===== src/shared/bld_pkg.sv =====
// Constants, field layout and carrier types of the backlight driver register bank.
// Assumes one 125 MHz clock and register access over the two-wire serial target port.
//
// Overview of operation
// RULE1: Reserved bits and write-only registers read zero
// RULE2: Reset register bit0 resets device, self-clears
// RULE3: Chip enable rising reloads brightness bit0, pwm register
// RULE4: Enable bits: chip, strings one-three, default on
// RULE5: Brightness bit7 selects linear or exponential mapping
// RULE6: Brightness bit4 enables ramping, default off
// RULE7: Pwm bits7-6 pick 800k, 4M, 24M sampling
// RULE8: Pwm bits4-2 set hysteresis, 111 invalid
// RULE9: Pwm bits1-0 select input glitch filter
// RULE10: Boost bit6 zero shifts frequency down twelve percent
// RULE11: Upper threshold splits 500 kHz and 1 MHz
// RULE12: Lower threshold splits 250 and 500 kHz
// RULE13: Thresholds compare upper eight brightness code bits
// RULE14: Ceiling input forces code upper bits to ceiling
// RULE15: Low code register holds three code LSBs
// RULE16: High code register holds eight code MSBs
// RULE17: Clear disable bit plus fault flag forces shutdown
// RULE18: Shutdown disable bits default to one
// RULE19: Brightness bits6-5 select brightness source
// RULE20: Brightness bits3-1 select doubling ramp step time
// RULE21: Boost bits select overvoltage and overcurrent limits
// RULE22: Short detect enable and boost frequency select
// RULE23: After fault shutdown, flag read permits re-enable
// RULE24: Host reconfigures only with strings off, chip on
// RULE25: Target address 0x36, each byte acknowledged
package bld_pkg;

  // =====================================================================
  // Serial target and register map
  localparam logic [6:0] TGT_ADDR     = 7'h36;
  localparam logic [7:0] ADR_REV      = 8'h00;
  localparam logic [7:0] ADR_SWRST    = 8'h01;
  localparam logic [7:0] ADR_EN       = 8'h10;
  localparam logic [7:0] ADR_BRT      = 8'h11;
  localparam logic [7:0] ADR_PWM      = 8'h12;
  localparam logic [7:0] ADR_BOOST    = 8'h13;
  localparam logic [7:0] ADR_AF_HI    = 8'h15;
  localparam logic [7:0] ADR_AF_LO    = 8'h16;
  localparam logic [7:0] ADR_CEIL     = 8'h17;
  localparam logic [7:0] ADR_CODE_LO  = 8'h18;
  localparam logic [7:0] ADR_CODE_HI  = 8'h19;
  localparam logic [7:0] ADR_FCTRL    = 8'h1e;
  localparam logic [7:0] ADR_FFLAG    = 8'h1f;

  // =====================================================================
  // Reset values and masks of the implemented bits
  localparam logic [7:0] EN_DEF       = 8'h0f;
  localparam logic [7:0] BRT_DEF      = 8'h61;
  localparam logic [7:0] PWM_DEF      = 8'h73;
  localparam logic [7:0] BOOST_DEF    = 8'h6f;
  localparam logic [7:0] THR_DEF      = 8'h00;
  localparam logic [7:0] CODE_LO_DEF  = 8'h07;
  localparam logic [7:0] CODE_HI_DEF  = 8'hff;
  localparam logic [7:0] FCTRL_DEF    = 8'h07;
  localparam logic [7:0] EN_MASK      = 8'h0f;
  localparam logic [7:0] BOOST_MASK   = 8'h7f;
  localparam logic [7:0] CODE_LO_MASK = 8'h07;
  localparam logic [7:0] FCTRL_MASK   = 8'h0f;
  localparam logic [7:0] FFLAG_MASK   = 8'h1f;
  localparam logic [7:0] REV_MASK     = 8'h0f;

  // =====================================================================
  // Field positions
  localparam int BRT_POL  = 0;
  localparam int BRT_RATE = 1;
  localparam int BRT_RAMP = 4;
  localparam int BRT_MODE = 5;
  localparam int BRT_MAP  = 7;
  localparam int PWM_FILT = 0;
  localparam int PWM_HYST = 2;
  localparam int PWM_POL  = 5;
  localparam int PWM_RATE = 6;
  localparam int BST_OCP  = 0;
  localparam int BST_OVP  = 2;
  localparam int BST_IND  = 4;
  localparam int BST_FSEL = 5;
  localparam int BST_SHFT = 6;
  localparam int FC_OVP   = 0;
  localparam int FC_OCP   = 1;
  localparam int FC_TSD   = 2;
  localparam int FC_SHORT = 3;

  // =====================================================================
  // Encodings
  localparam logic [1:0] SR_800K = 2'h0;
  localparam logic [1:0] SR_4M   = 2'h1;
  localparam logic [1:0] SR_24M  = 2'h2;
  localparam logic [1:0] AF_250K = 2'h0;
  localparam logic [1:0] AF_500K = 2'h1;
  localparam logic [1:0] AF_1M   = 2'h2;
  localparam logic [2:0] HYST_BAD = 3'h7;
  localparam logic [2:0] HYST_DEF = 3'h4;

  typedef enum logic [8:0] {
    S_IDLE  = 9'h001,
    S_ADDR  = 9'h002,
    S_ACK_A = 9'h004,
    S_REG   = 9'h008,
    S_ACK_R = 9'h010,
    S_WDATA = 9'h020,
    S_ACK_W = 9'h040,
    S_RDATA = 9'h080,
    S_RACK  = 9'h100
  } bld_fsm_t;

  typedef struct packed {
    logic        thermal_shutdown;
    logic        overcurrent_protection;
    logic        overvoltage_protection;
  } bld_fault_t;

  typedef struct packed {
    logic        chip_active;
    logic [2:0]  string_en;
    logic        shutdown;
    logic        map_exp;
    logic [1:0]  bright_mode;
    logic        ramp_en;
    logic [2:0]  ramp_rate;
    logic [1:0]  pwm_rate;
    logic        pwm_pol;
    logic [2:0]  pwm_hyst;
    logic [1:0]  pwm_filt;
    logic        freq_shift_en;
    logic        freq_1m;
    logic        ind_22uh;
    logic [1:0]  ovp_sel;
    logic [1:0]  ocp_sel;
    logic        short_det_en;
    logic [10:0] code;
    logic [1:0]  auto_freq;
  } bld_cfg_t;

  typedef struct packed {
    bld_fsm_t    fsm;
    logic [3:0]  cnt;
    logic [7:0]  shreg;
    logic [7:0]  ptr;
    logic        rw;
    logic        sda_drv;
    logic        scl_q;
    logic        sda_q;
    logic        swrst;
    logic        sd_latch;
    logic [7:0]  en;
    logic [7:0]  brt;
    logic [7:0]  pwm;
    logic [7:0]  boost;
    logic [7:0]  af_hi;
    logic [7:0]  af_lo;
    logic [7:0]  ceil;
    logic [7:0]  code_lo;
    logic [7:0]  code_hi;
    logic [7:0]  fctrl;
    bld_cfg_t    cfg;
  } bld_state_t;

endpackage : bld_pkg


===== src/verilog/bld_reg_bank.sv =====
// Register bank of the three-string backlight driver with its serial target port.
// Assumes scl_i and sda_i already synchronous to sys_clk; the pad resolves sda.
`timescale 1ns/1ps
module bld_reg_bank
  import bld_pkg::*;
#(
  parameter logic [3:0] REV_CODE = 4'h1  // Arbitrary value
) (
  input  wire logic       sys_clk,
  input  wire logic       srst,
  input  wire logic       scl_i,
  input  wire logic       sda_i,
  output logic            sda_o,
  output logic            sda_oe_n,
  input  wire logic       brightness_ceiling_input,
  input  wire bld_fault_t fault_in,
  input  wire logic [4:0] fault_flags,
  output bld_cfg_t        cfg
);

  // =====================================================================
  // State
  bld_state_t st_ff;
  bld_state_t nxt_st;
  logic       scl_rise;
  logic       scl_fall;
  logic       start_cond;
  logic       stop_cond;
  logic       wr_en;
  logic [7:0] rd_byte;
  logic       rd_ld;
  logic       flag_read;
  logic       sd_set;
  logic       ceil_act;

  function automatic logic [7:0] rd_mux(input bld_state_t s, input logic [7:0] a,
                                        input logic [4:0] ff, input logic [3:0] rv);
    logic [7:0] r;
    r = 8'h00;
    unique case (a)
      ADR_REV:     r = {4'h0, rv} & REV_MASK;
      ADR_EN:      r = s.en & EN_MASK;
      ADR_BRT:     r = s.brt;
      ADR_PWM:     r = s.pwm;
      ADR_BOOST:   r = s.boost & BOOST_MASK;
      ADR_AF_HI:   r = s.af_hi;
      ADR_AF_LO:   r = s.af_lo;
      ADR_CEIL:    r = s.ceil;
      ADR_CODE_LO: r = s.code_lo & CODE_LO_MASK;
      ADR_CODE_HI: r = s.code_hi;
      ADR_FCTRL:   r = s.fctrl & FCTRL_MASK;
      ADR_FFLAG:   r = {3'h0, ff} & FFLAG_MASK;
      default:     r = 8'h00;  // RULE1
    endcase
    return r;
  endfunction : rd_mux

  assign scl_rise   = scl_i & ~st_ff.scl_q;
  assign scl_fall   = ~scl_i & st_ff.scl_q;
  assign start_cond = scl_i & st_ff.scl_q & st_ff.sda_q & ~sda_i;
  assign stop_cond  = scl_i & st_ff.scl_q & ~st_ff.sda_q & sda_i;
  assign sda_o      = 1'b0;
  assign sda_oe_n   = ~st_ff.sda_drv;
  assign cfg        = st_ff.cfg;

  // =====================================================================
  // Next state
  always_comb begin
    nxt_st       = st_ff;
    nxt_st.scl_q = scl_i;
    nxt_st.sda_q = sda_i;
    nxt_st.swrst = 1'b0;
    wr_en        = 1'b0;
    rd_ld        = 1'b0;
    rd_byte      = rd_mux(st_ff, st_ff.ptr, fault_flags, REV_CODE);
    if (stop_cond) begin
      nxt_st.fsm     = S_IDLE;
      nxt_st.sda_drv = 1'b0;
    end else if (start_cond) begin
      // Repeated start behaves as a plain start
      nxt_st.fsm     = S_ADDR;
      nxt_st.cnt     = 4'h0;
      nxt_st.sda_drv = 1'b0;
    end else if (scl_rise) begin
      unique case (st_ff.fsm)
        S_ADDR, S_REG, S_WDATA: begin
          nxt_st.shreg = {st_ff.shreg[6:0], sda_i};
          nxt_st.cnt   = st_ff.cnt + 4'h1;
        end
        S_RDATA: begin
          nxt_st.cnt = st_ff.cnt + 4'h1;
        end
        S_RACK: begin
          if (sda_i) begin
            nxt_st.fsm = S_IDLE;
          end
        end
        S_IDLE, S_ACK_A, S_ACK_R, S_ACK_W: begin
          nxt_st.fsm = st_ff.fsm;
        end
        default: begin
          nxt_st.fsm = S_IDLE;
        end
      endcase
    end else if (scl_fall) begin
      unique case (st_ff.fsm)
        S_ADDR: begin
          if (st_ff.cnt == 4'h8) begin
            if (st_ff.shreg[7:1] == TGT_ADDR) begin
              nxt_st.fsm     = S_ACK_A;
              nxt_st.sda_drv = 1'b1;  // RULE25
              nxt_st.rw      = st_ff.shreg[0];
            end else begin
              nxt_st.fsm = S_IDLE;
            end
          end
        end
        S_REG: begin
          if (st_ff.cnt == 4'h8) begin
            nxt_st.fsm     = S_ACK_R;
            nxt_st.sda_drv = 1'b1;  // RULE25
            nxt_st.ptr     = st_ff.shreg;
          end
        end
        S_WDATA: begin
          if (st_ff.cnt == 4'h8) begin
            nxt_st.fsm     = S_ACK_W;
            nxt_st.sda_drv = 1'b1;  // RULE25
            wr_en          = 1'b1;
          end
        end
        S_ACK_A: begin
          nxt_st.cnt = 4'h0;
          if (st_ff.rw) begin
            rd_ld = 1'b1;
          end else begin
            nxt_st.fsm     = S_REG;
            nxt_st.sda_drv = 1'b0;
          end
        end
        S_ACK_R, S_ACK_W: begin
          nxt_st.fsm     = S_WDATA;
          nxt_st.cnt     = 4'h0;
          nxt_st.sda_drv = 1'b0;
        end
        S_RDATA: begin
          if (st_ff.cnt == 4'h8) begin
            nxt_st.fsm     = S_RACK;
            nxt_st.sda_drv = 1'b0;
          end else begin
            nxt_st.shreg   = {st_ff.shreg[6:0], 1'b0};
            nxt_st.sda_drv = ~st_ff.shreg[6];
          end
        end
        S_RACK: begin
          nxt_st.cnt = 4'h0;
          rd_ld      = 1'b1;
        end
        S_IDLE: begin
          nxt_st.fsm = S_IDLE;
        end
        default: begin
          nxt_st.fsm = S_IDLE;
        end
      endcase
    end
    // Byte load for a read, pointer auto-increments
    if (rd_ld) begin
      nxt_st.fsm     = S_RDATA;
      nxt_st.shreg   = rd_byte;
      nxt_st.sda_drv = ~rd_byte[7];
      nxt_st.ptr     = st_ff.ptr + 8'h01;
    end
    flag_read = rd_ld && (st_ff.ptr == ADR_FFLAG);

    // =====================================================================
    // Register writes
    if (wr_en) begin
      nxt_st.ptr = st_ff.ptr + 8'h01;
      unique case (st_ff.ptr)
        ADR_SWRST:   nxt_st.swrst = st_ff.shreg[0];  // RULE2
        ADR_EN: begin
          nxt_st.en = st_ff.shreg & EN_MASK;  // RULE4
          if (st_ff.shreg[0] && !st_ff.en[0]) begin
            nxt_st.brt[BRT_POL] = BRT_DEF[BRT_POL];  // RULE3
            nxt_st.pwm          = PWM_DEF;           // RULE3
          end
        end
        ADR_BRT:     nxt_st.brt     = st_ff.shreg;
        ADR_PWM:     nxt_st.pwm     = st_ff.shreg;
        ADR_BOOST:   nxt_st.boost   = st_ff.shreg & BOOST_MASK;
        ADR_AF_HI:   nxt_st.af_hi   = st_ff.shreg;                 // RULE11
        ADR_AF_LO:   nxt_st.af_lo   = st_ff.shreg;                 // RULE12
        ADR_CEIL:    nxt_st.ceil    = st_ff.shreg;
        ADR_CODE_LO: nxt_st.code_lo = st_ff.shreg & CODE_LO_MASK;  // RULE15
        ADR_CODE_HI: nxt_st.code_hi = st_ff.shreg;                 // RULE16
        ADR_FCTRL:   nxt_st.fctrl   = st_ff.shreg & FCTRL_MASK;
        default:     nxt_st.ptr     = st_ff.ptr + 8'h01;
      endcase
    end

    // =====================================================================
    // Fault shutdown: latched until the flag register is read or a soft reset clears it
    sd_set = st_ff.en[0] &&
             ((fault_in.thermal_shutdown       && !st_ff.fctrl[FC_TSD]) ||
              (fault_in.overcurrent_protection && !st_ff.fctrl[FC_OCP]) ||
              (fault_in.overvoltage_protection && !st_ff.fctrl[FC_OVP]));  // RULE17
    if (sd_set) begin
      nxt_st.sd_latch = 1'b1;  // RULE17
    end else if (flag_read) begin
      nxt_st.sd_latch = 1'b0;  // RULE23
    end

    // Soft reset clears registers one cycle after the write; the serial port keeps going
    if (st_ff.swrst) begin
      nxt_st.en       = EN_DEF;     // RULE4
      nxt_st.brt      = BRT_DEF;    // RULE2
      nxt_st.pwm      = PWM_DEF;
      nxt_st.boost    = BOOST_DEF;
      nxt_st.af_hi    = THR_DEF;
      nxt_st.af_lo    = THR_DEF;
      nxt_st.ceil     = THR_DEF;
      nxt_st.code_lo  = CODE_LO_DEF;
      nxt_st.code_hi  = CODE_HI_DEF;
      nxt_st.fctrl    = FCTRL_DEF;  // RULE18
      nxt_st.sd_latch = 1'b0;
    end

    // =====================================================================
    // Decoded configuration, one cycle behind the registers
    ceil_act = ~(brightness_ceiling_input ^ st_ff.brt[BRT_POL]);
    nxt_st.cfg.chip_active  = st_ff.en[0] & ~st_ff.sd_latch;  // RULE23
    nxt_st.cfg.string_en    = st_ff.en[3:1];                  // RULE4
    nxt_st.cfg.shutdown     = st_ff.sd_latch;
    nxt_st.cfg.map_exp      = st_ff.brt[BRT_MAP];             // RULE5
    nxt_st.cfg.bright_mode  = st_ff.brt[BRT_MODE +: 2];       // RULE19
    nxt_st.cfg.ramp_en      = st_ff.brt[BRT_RAMP];            // RULE6
    nxt_st.cfg.ramp_rate    = st_ff.brt[BRT_RATE +: 3];       // RULE20
    nxt_st.cfg.pwm_rate     = st_ff.pwm[PWM_RATE + 1] ? SR_24M :
                              (st_ff.pwm[PWM_RATE] ? SR_4M : SR_800K);  // RULE7
    nxt_st.cfg.pwm_pol      = st_ff.pwm[PWM_POL];
    // Invalid hysteresis code falls back to the default
    nxt_st.cfg.pwm_hyst     = (st_ff.pwm[PWM_HYST +: 3] == HYST_BAD) ? HYST_DEF :
                              st_ff.pwm[PWM_HYST +: 3];       // RULE8
    nxt_st.cfg.pwm_filt     = st_ff.pwm[PWM_FILT +: 2];       // RULE9
    nxt_st.cfg.freq_shift_en = ~st_ff.boost[BST_SHFT];        // RULE10
    nxt_st.cfg.freq_1m      = st_ff.boost[BST_FSEL];          // RULE22
    nxt_st.cfg.ind_22uh     = st_ff.boost[BST_IND];
    nxt_st.cfg.ovp_sel      = st_ff.boost[BST_OVP +: 2];      // RULE21
    nxt_st.cfg.ocp_sel      = st_ff.boost[BST_OCP +: 2];      // RULE21
    nxt_st.cfg.short_det_en = st_ff.fctrl[FC_SHORT];          // RULE22
    nxt_st.cfg.code         = {ceil_act ? st_ff.ceil : st_ff.code_hi,
                               st_ff.code_lo[2:0]};           // RULE14
    if (nxt_st.cfg.code[10:3] >= st_ff.af_hi) begin
      nxt_st.cfg.auto_freq = AF_1M;    // RULE13
    end else if (nxt_st.cfg.code[10:3] >= st_ff.af_lo) begin
      nxt_st.cfg.auto_freq = AF_500K;  // RULE13
    end else begin
      nxt_st.cfg.auto_freq = AF_250K;
    end
  end

  always_ff @(posedge sys_clk) begin
    if (srst) begin
      st_ff          <= '0;
      st_ff.fsm      <= S_IDLE;
      st_ff.scl_q    <= 1'b1;
      st_ff.sda_q    <= 1'b1;
      st_ff.en       <= EN_DEF;
      st_ff.brt      <= BRT_DEF;
      st_ff.pwm      <= PWM_DEF;
      st_ff.boost    <= BOOST_DEF;
      st_ff.code_lo  <= CODE_LO_DEF;
      st_ff.code_hi  <= CODE_HI_DEF;
      st_ff.fctrl    <= FCTRL_DEF;
      st_ff.cfg.code <= 11'h7ff;
    end else begin
      st_ff <= nxt_st;
    end
  end
endmodule : bld_reg_bank

===== config.mk =====
export PLATFORM = sky130hd
export DESIGN_NAME = bld_reg_bank
export DESIGN_NICKNAME = d
export VERILOG_FILES = /design/src/shared/bld_pkg.sv /design/src/verilog/bld_reg_bank.sv
export SDC_FILE = /design/constraint.sdc
export NUM_CORES = 1
export LEC_CHECK = 0
export BUFFER_PORTS_ARGS = -buffer_cell sky130_fd_sc_hd__buf_2
export CAP_MARGIN = 5
export CORE_UTILIZATION = 35
export CTS_BUF_LIST = sky130_fd_sc_hd__clkbuf_8
export CTS_CLUSTER_DIAMETER = 120
export DETAILED_ROUTE_END_ITERATION = 8
export PLACE_DENSITY = 0.54
export SLEW_MARGIN = 20
export SYNTH_ARGS = -nofsm -noshare
export SYNTH_HDL_FRONTEND = slang
export SYNTH_SLANG_ARGS = --single-unit

===== constraint.sdc =====
create_clock -name sys_clk -period 3.46 [get_ports sys_clk]
set_input_delay 0.519 -clock sys_clk [delete_from_list [all_inputs] [get_ports sys_clk]]
set_output_delay 0.519 -clock sys_clk [all_outputs]
set_load 0.005 [all_outputs]

==> out/metrics.yaml <==
outcome:
  run_status: "finished clean"
critical_path:
  worstReg2RegStart: "st_ff[124]"
  slowest_stage: "a21boi_2"
  path_cells: "inv_1 > ha_1 > nor2b_1 > a21boi_1 > nand2_2 > a21boi_2 > mux2_2 > nand3_1 > a21oi_1"
  worstPathMaxFanout: 16
  reg2reg_depth: 9
  worstPathRequired_ps: 3860
  critPathKind: "reg -> reg"
  worstReg2RegEnd: "st_ff[127]"
  slowest_delay_ps: 540
  critPathArrivalTime_ps: 3090
  reg2reg_slack_ps: 770
  start_kind: "flop"
  end_kind: "flop"
timing:
  setup_violations: 0
  rsz0062_at_grt: "false"
  final-hold-violation-count: 0
  timing.fmax_ghz: 0.3717
  maxSlewHeadroom_pct: 41.74
  fin_crit_ps: 2690
  setup_ws_ps: 769.8
  drv_slew: 0
  finalSetupTns_ps: 0
  skew_ps: 14.85
  fin_crit_sh_pct: 77.75
  tightest_slew_ps: 873.9
grt:
  grt_pass1_vias: 5846
  antenna_found_initial: 0
  grt_max_degree: 59
  grt_use_total_pct: 20.07
  grt_pass1_wl_um: 33390
  grt.overflow.total: 0
final_layout:
  diodes: 0
  final_cell_mix: "dfxtp_1 (142), nand2_1 (135), a21oi_1 (60)"
  final_layout_size_suffix_gt1_share_pct: 16.80
  area_growth_pct: 8.202
  num-nets-final: 918
  fin_area_sq_mm: 0.007923
  final_cells: 1163
  nFillCells: 2129
  final_util_pct: 38.90
  final_common_cell: "dfxtp_1"
clock_network:
  cts_resized: 0
  cts_hold_buffers: 0
  tritoncts: "built"
  clock-sinks: 142
  postCtsSetupBuffers: 0
  cts_root_buf: "clkbuf_8"
  cts_made_buffers: 17
  cts_buffer_depth: 2
  clk_pin_slew_worst_paths_ps: 90
  insertion_delay_ps: 470
  cts_htree_levels: 4
detailed_routing:
  first_pass_iters: 6
  ant_nets: 0
  dr_wl_met3_um: 1215
  drtIter0Drc: 481
  wl_per_cell_um: 17.99
  drcViolationCount: 0
  num_vias: 6203
  finalWirelength_um: 20930
  top_layer_used: "met4"
  met1_length_um: 9392
  met2WireLength_um: 9740
  via_per_inst: 5.334
yosys:
  netlist_area_sq_mm: 0.007322
  syn_avg_cell_area_sq_um: 8.339
  ys_ff_latch: 142
  yosysSeqAreaShare_pct: 38.82
  synth.top_cell.area_share_pct: 38.82
  ys_top_cells_by_area: "dfxtp_1 (39%), nand2_1 (6.9%), buf_4 (4.3%)"
  postSynthCellCount: 878
  yosys.area.top_type: "dfxtp_1"
  synth_nets: 916
  yosysUniqueCellTypes: 79
  ys_async_sr_fraction_pct: 0
  yosys_warnings: 0
  ys.flop_type: "dfxtp_1"
  synth_edf_count: 0
floorplanning:
  fp.dieH_um: 146.6
  die_w_um: 146.6
  dieArea_sq_mm: 0.02150
  ios: 56
  start_util_pct: 35.95
  rows: 52
  core_sq_mm: 0.02036
place:
  place.gp.congestion: 0.8993
  dp_hpwl_um: 14810
  io_buffers: 54
  place_area_sq_mm: 0.007498
  dpl.cell_count: 1131
  dpl_worst_slack_ps: 587.3
min_path:
  hold_start: "scl_i"
  holdPathEnd: "st_ff[124]"
  hold_path_depth: 3
  hold_path_class: "in -> reg"
power:
  intPower_mw: 2.401
  comb_power_share_pct: 5.2
  power_density_mw_per_mm2: 414.2
  switching_share_pct: 26.84
  p_leak_nw: 2.934
  ir_worst_vdd_mv: 0.2683
  clkPwrFrac_pct: 44.3
  net-switching-power_mw: 0.8807
  seq_power_share_pct: 50.5
run:
  maxCapViolCount: 0
## layer usage
layer	global-route usage, %	up-vias
met4	8.177	0
met5	0	-
met3	4.031	43
li1	-	3030
met1	26.12	2893
met2	32.27	237
## sequential cells by signal (all words and copies together), names as in the netlist
register / flops
nxt_st: 24
st_ff: 77
cfg: 41
## layout make-up
class	instances	area, sq um	area share [%]
repair buffers	76	435.4	5.496
clock buffers	17	234.0	2.953
well taps	270	337.8	4.264
clock inverters	15	190.2	2.400
inverters	32	120.1	1.516
flip-flops and latches	142	2843	35.88
multi-input cells	611	3762	47.49
## worst max-delay path: cells and delay by family, from the launching register on
kind / cells / cell delay (ps)
adders and majority gates: 1 / 190
muxes: 1 / 260
buffers and inverters: 1 / 50
DFF: 1 / 360
AOI/OAI and AO/OA: 3 / 1190
and+or+nand+nor: 3 / 570
## synthesized netlist by cell type (6+ instances only)
cell type and instances:
dfxtp_1 142, nand2_1 135, a21oi_1 60, nor2_1 59, buf_4 42, nand3_1 37
o21ai_0 33, clkbuf_1 31, inv_1 31, nor2b_1 27, ha_1 25, nand2b_1 20
mux2i_1 14, a22oi_1 13, a22o_1 12, nor3_1 11, mux2_2 10, or2_2 10
buf_2 9, o22ai_1 8, a211oi_1 7, a21o_1 7, a222oi_1 7, and3_1 7
nor4_1 6, o211ai_1 6, or3_1 6
## power by group through the flow
stage | clock (mW) | sequential, mW | combinational [mW]
global route | 1.56 | 1.66 | 0.189
floorplan | 0 | 1.70 | 0.133
global placement | 0 | 1.70 | 0.171
finish | 1.45 | 1.66 | 0.170
detailed placement | 0 | 1.70 | 0.170
CTS | 1.49 | 1.66 | 0.171
## per-stage QoR
step	hold WS, ps	power [mW]
floorplan	405.8	1.829
global placement	440.0	1.869
detailed placement	446.0	1.868
CTS	259.5	3.318
global route	297.3	3.408
finish	280.2	3.282
## kinds of logic after synthesis
group,count (synthesis),synth area share (%)
other cells,1,0.05122
mux,24,3.452
compound gates,195,18.25
flops,142,38.82
simple gates,360,24.61
fa+ha+maj,25,4.272
xor+xnor,6,0.7178
buf+inv,125,9.825
## worst max path at each step
| stage | start | end | slack, ps | cells after the start |
|---|---|---|---|---|
| finish | st_ff[124] | st_ff[127] | 770 | 9 |
| global route | st_ff[124] | st_ff[134] | 490 | 9 |
| CTS | st_ff[124] | st_ff[127] | 840 | 9 |
| detailed placement | scl_i | st_ff[127] | 590 | 10 |
| global placement | scl_i | st_ff[127] | 620 | 10 |
| floorplan | brightness_ceiling_input | cfg[0] | 730 | 10 |
Note: power is estimated with default switching activity, not from simulation.
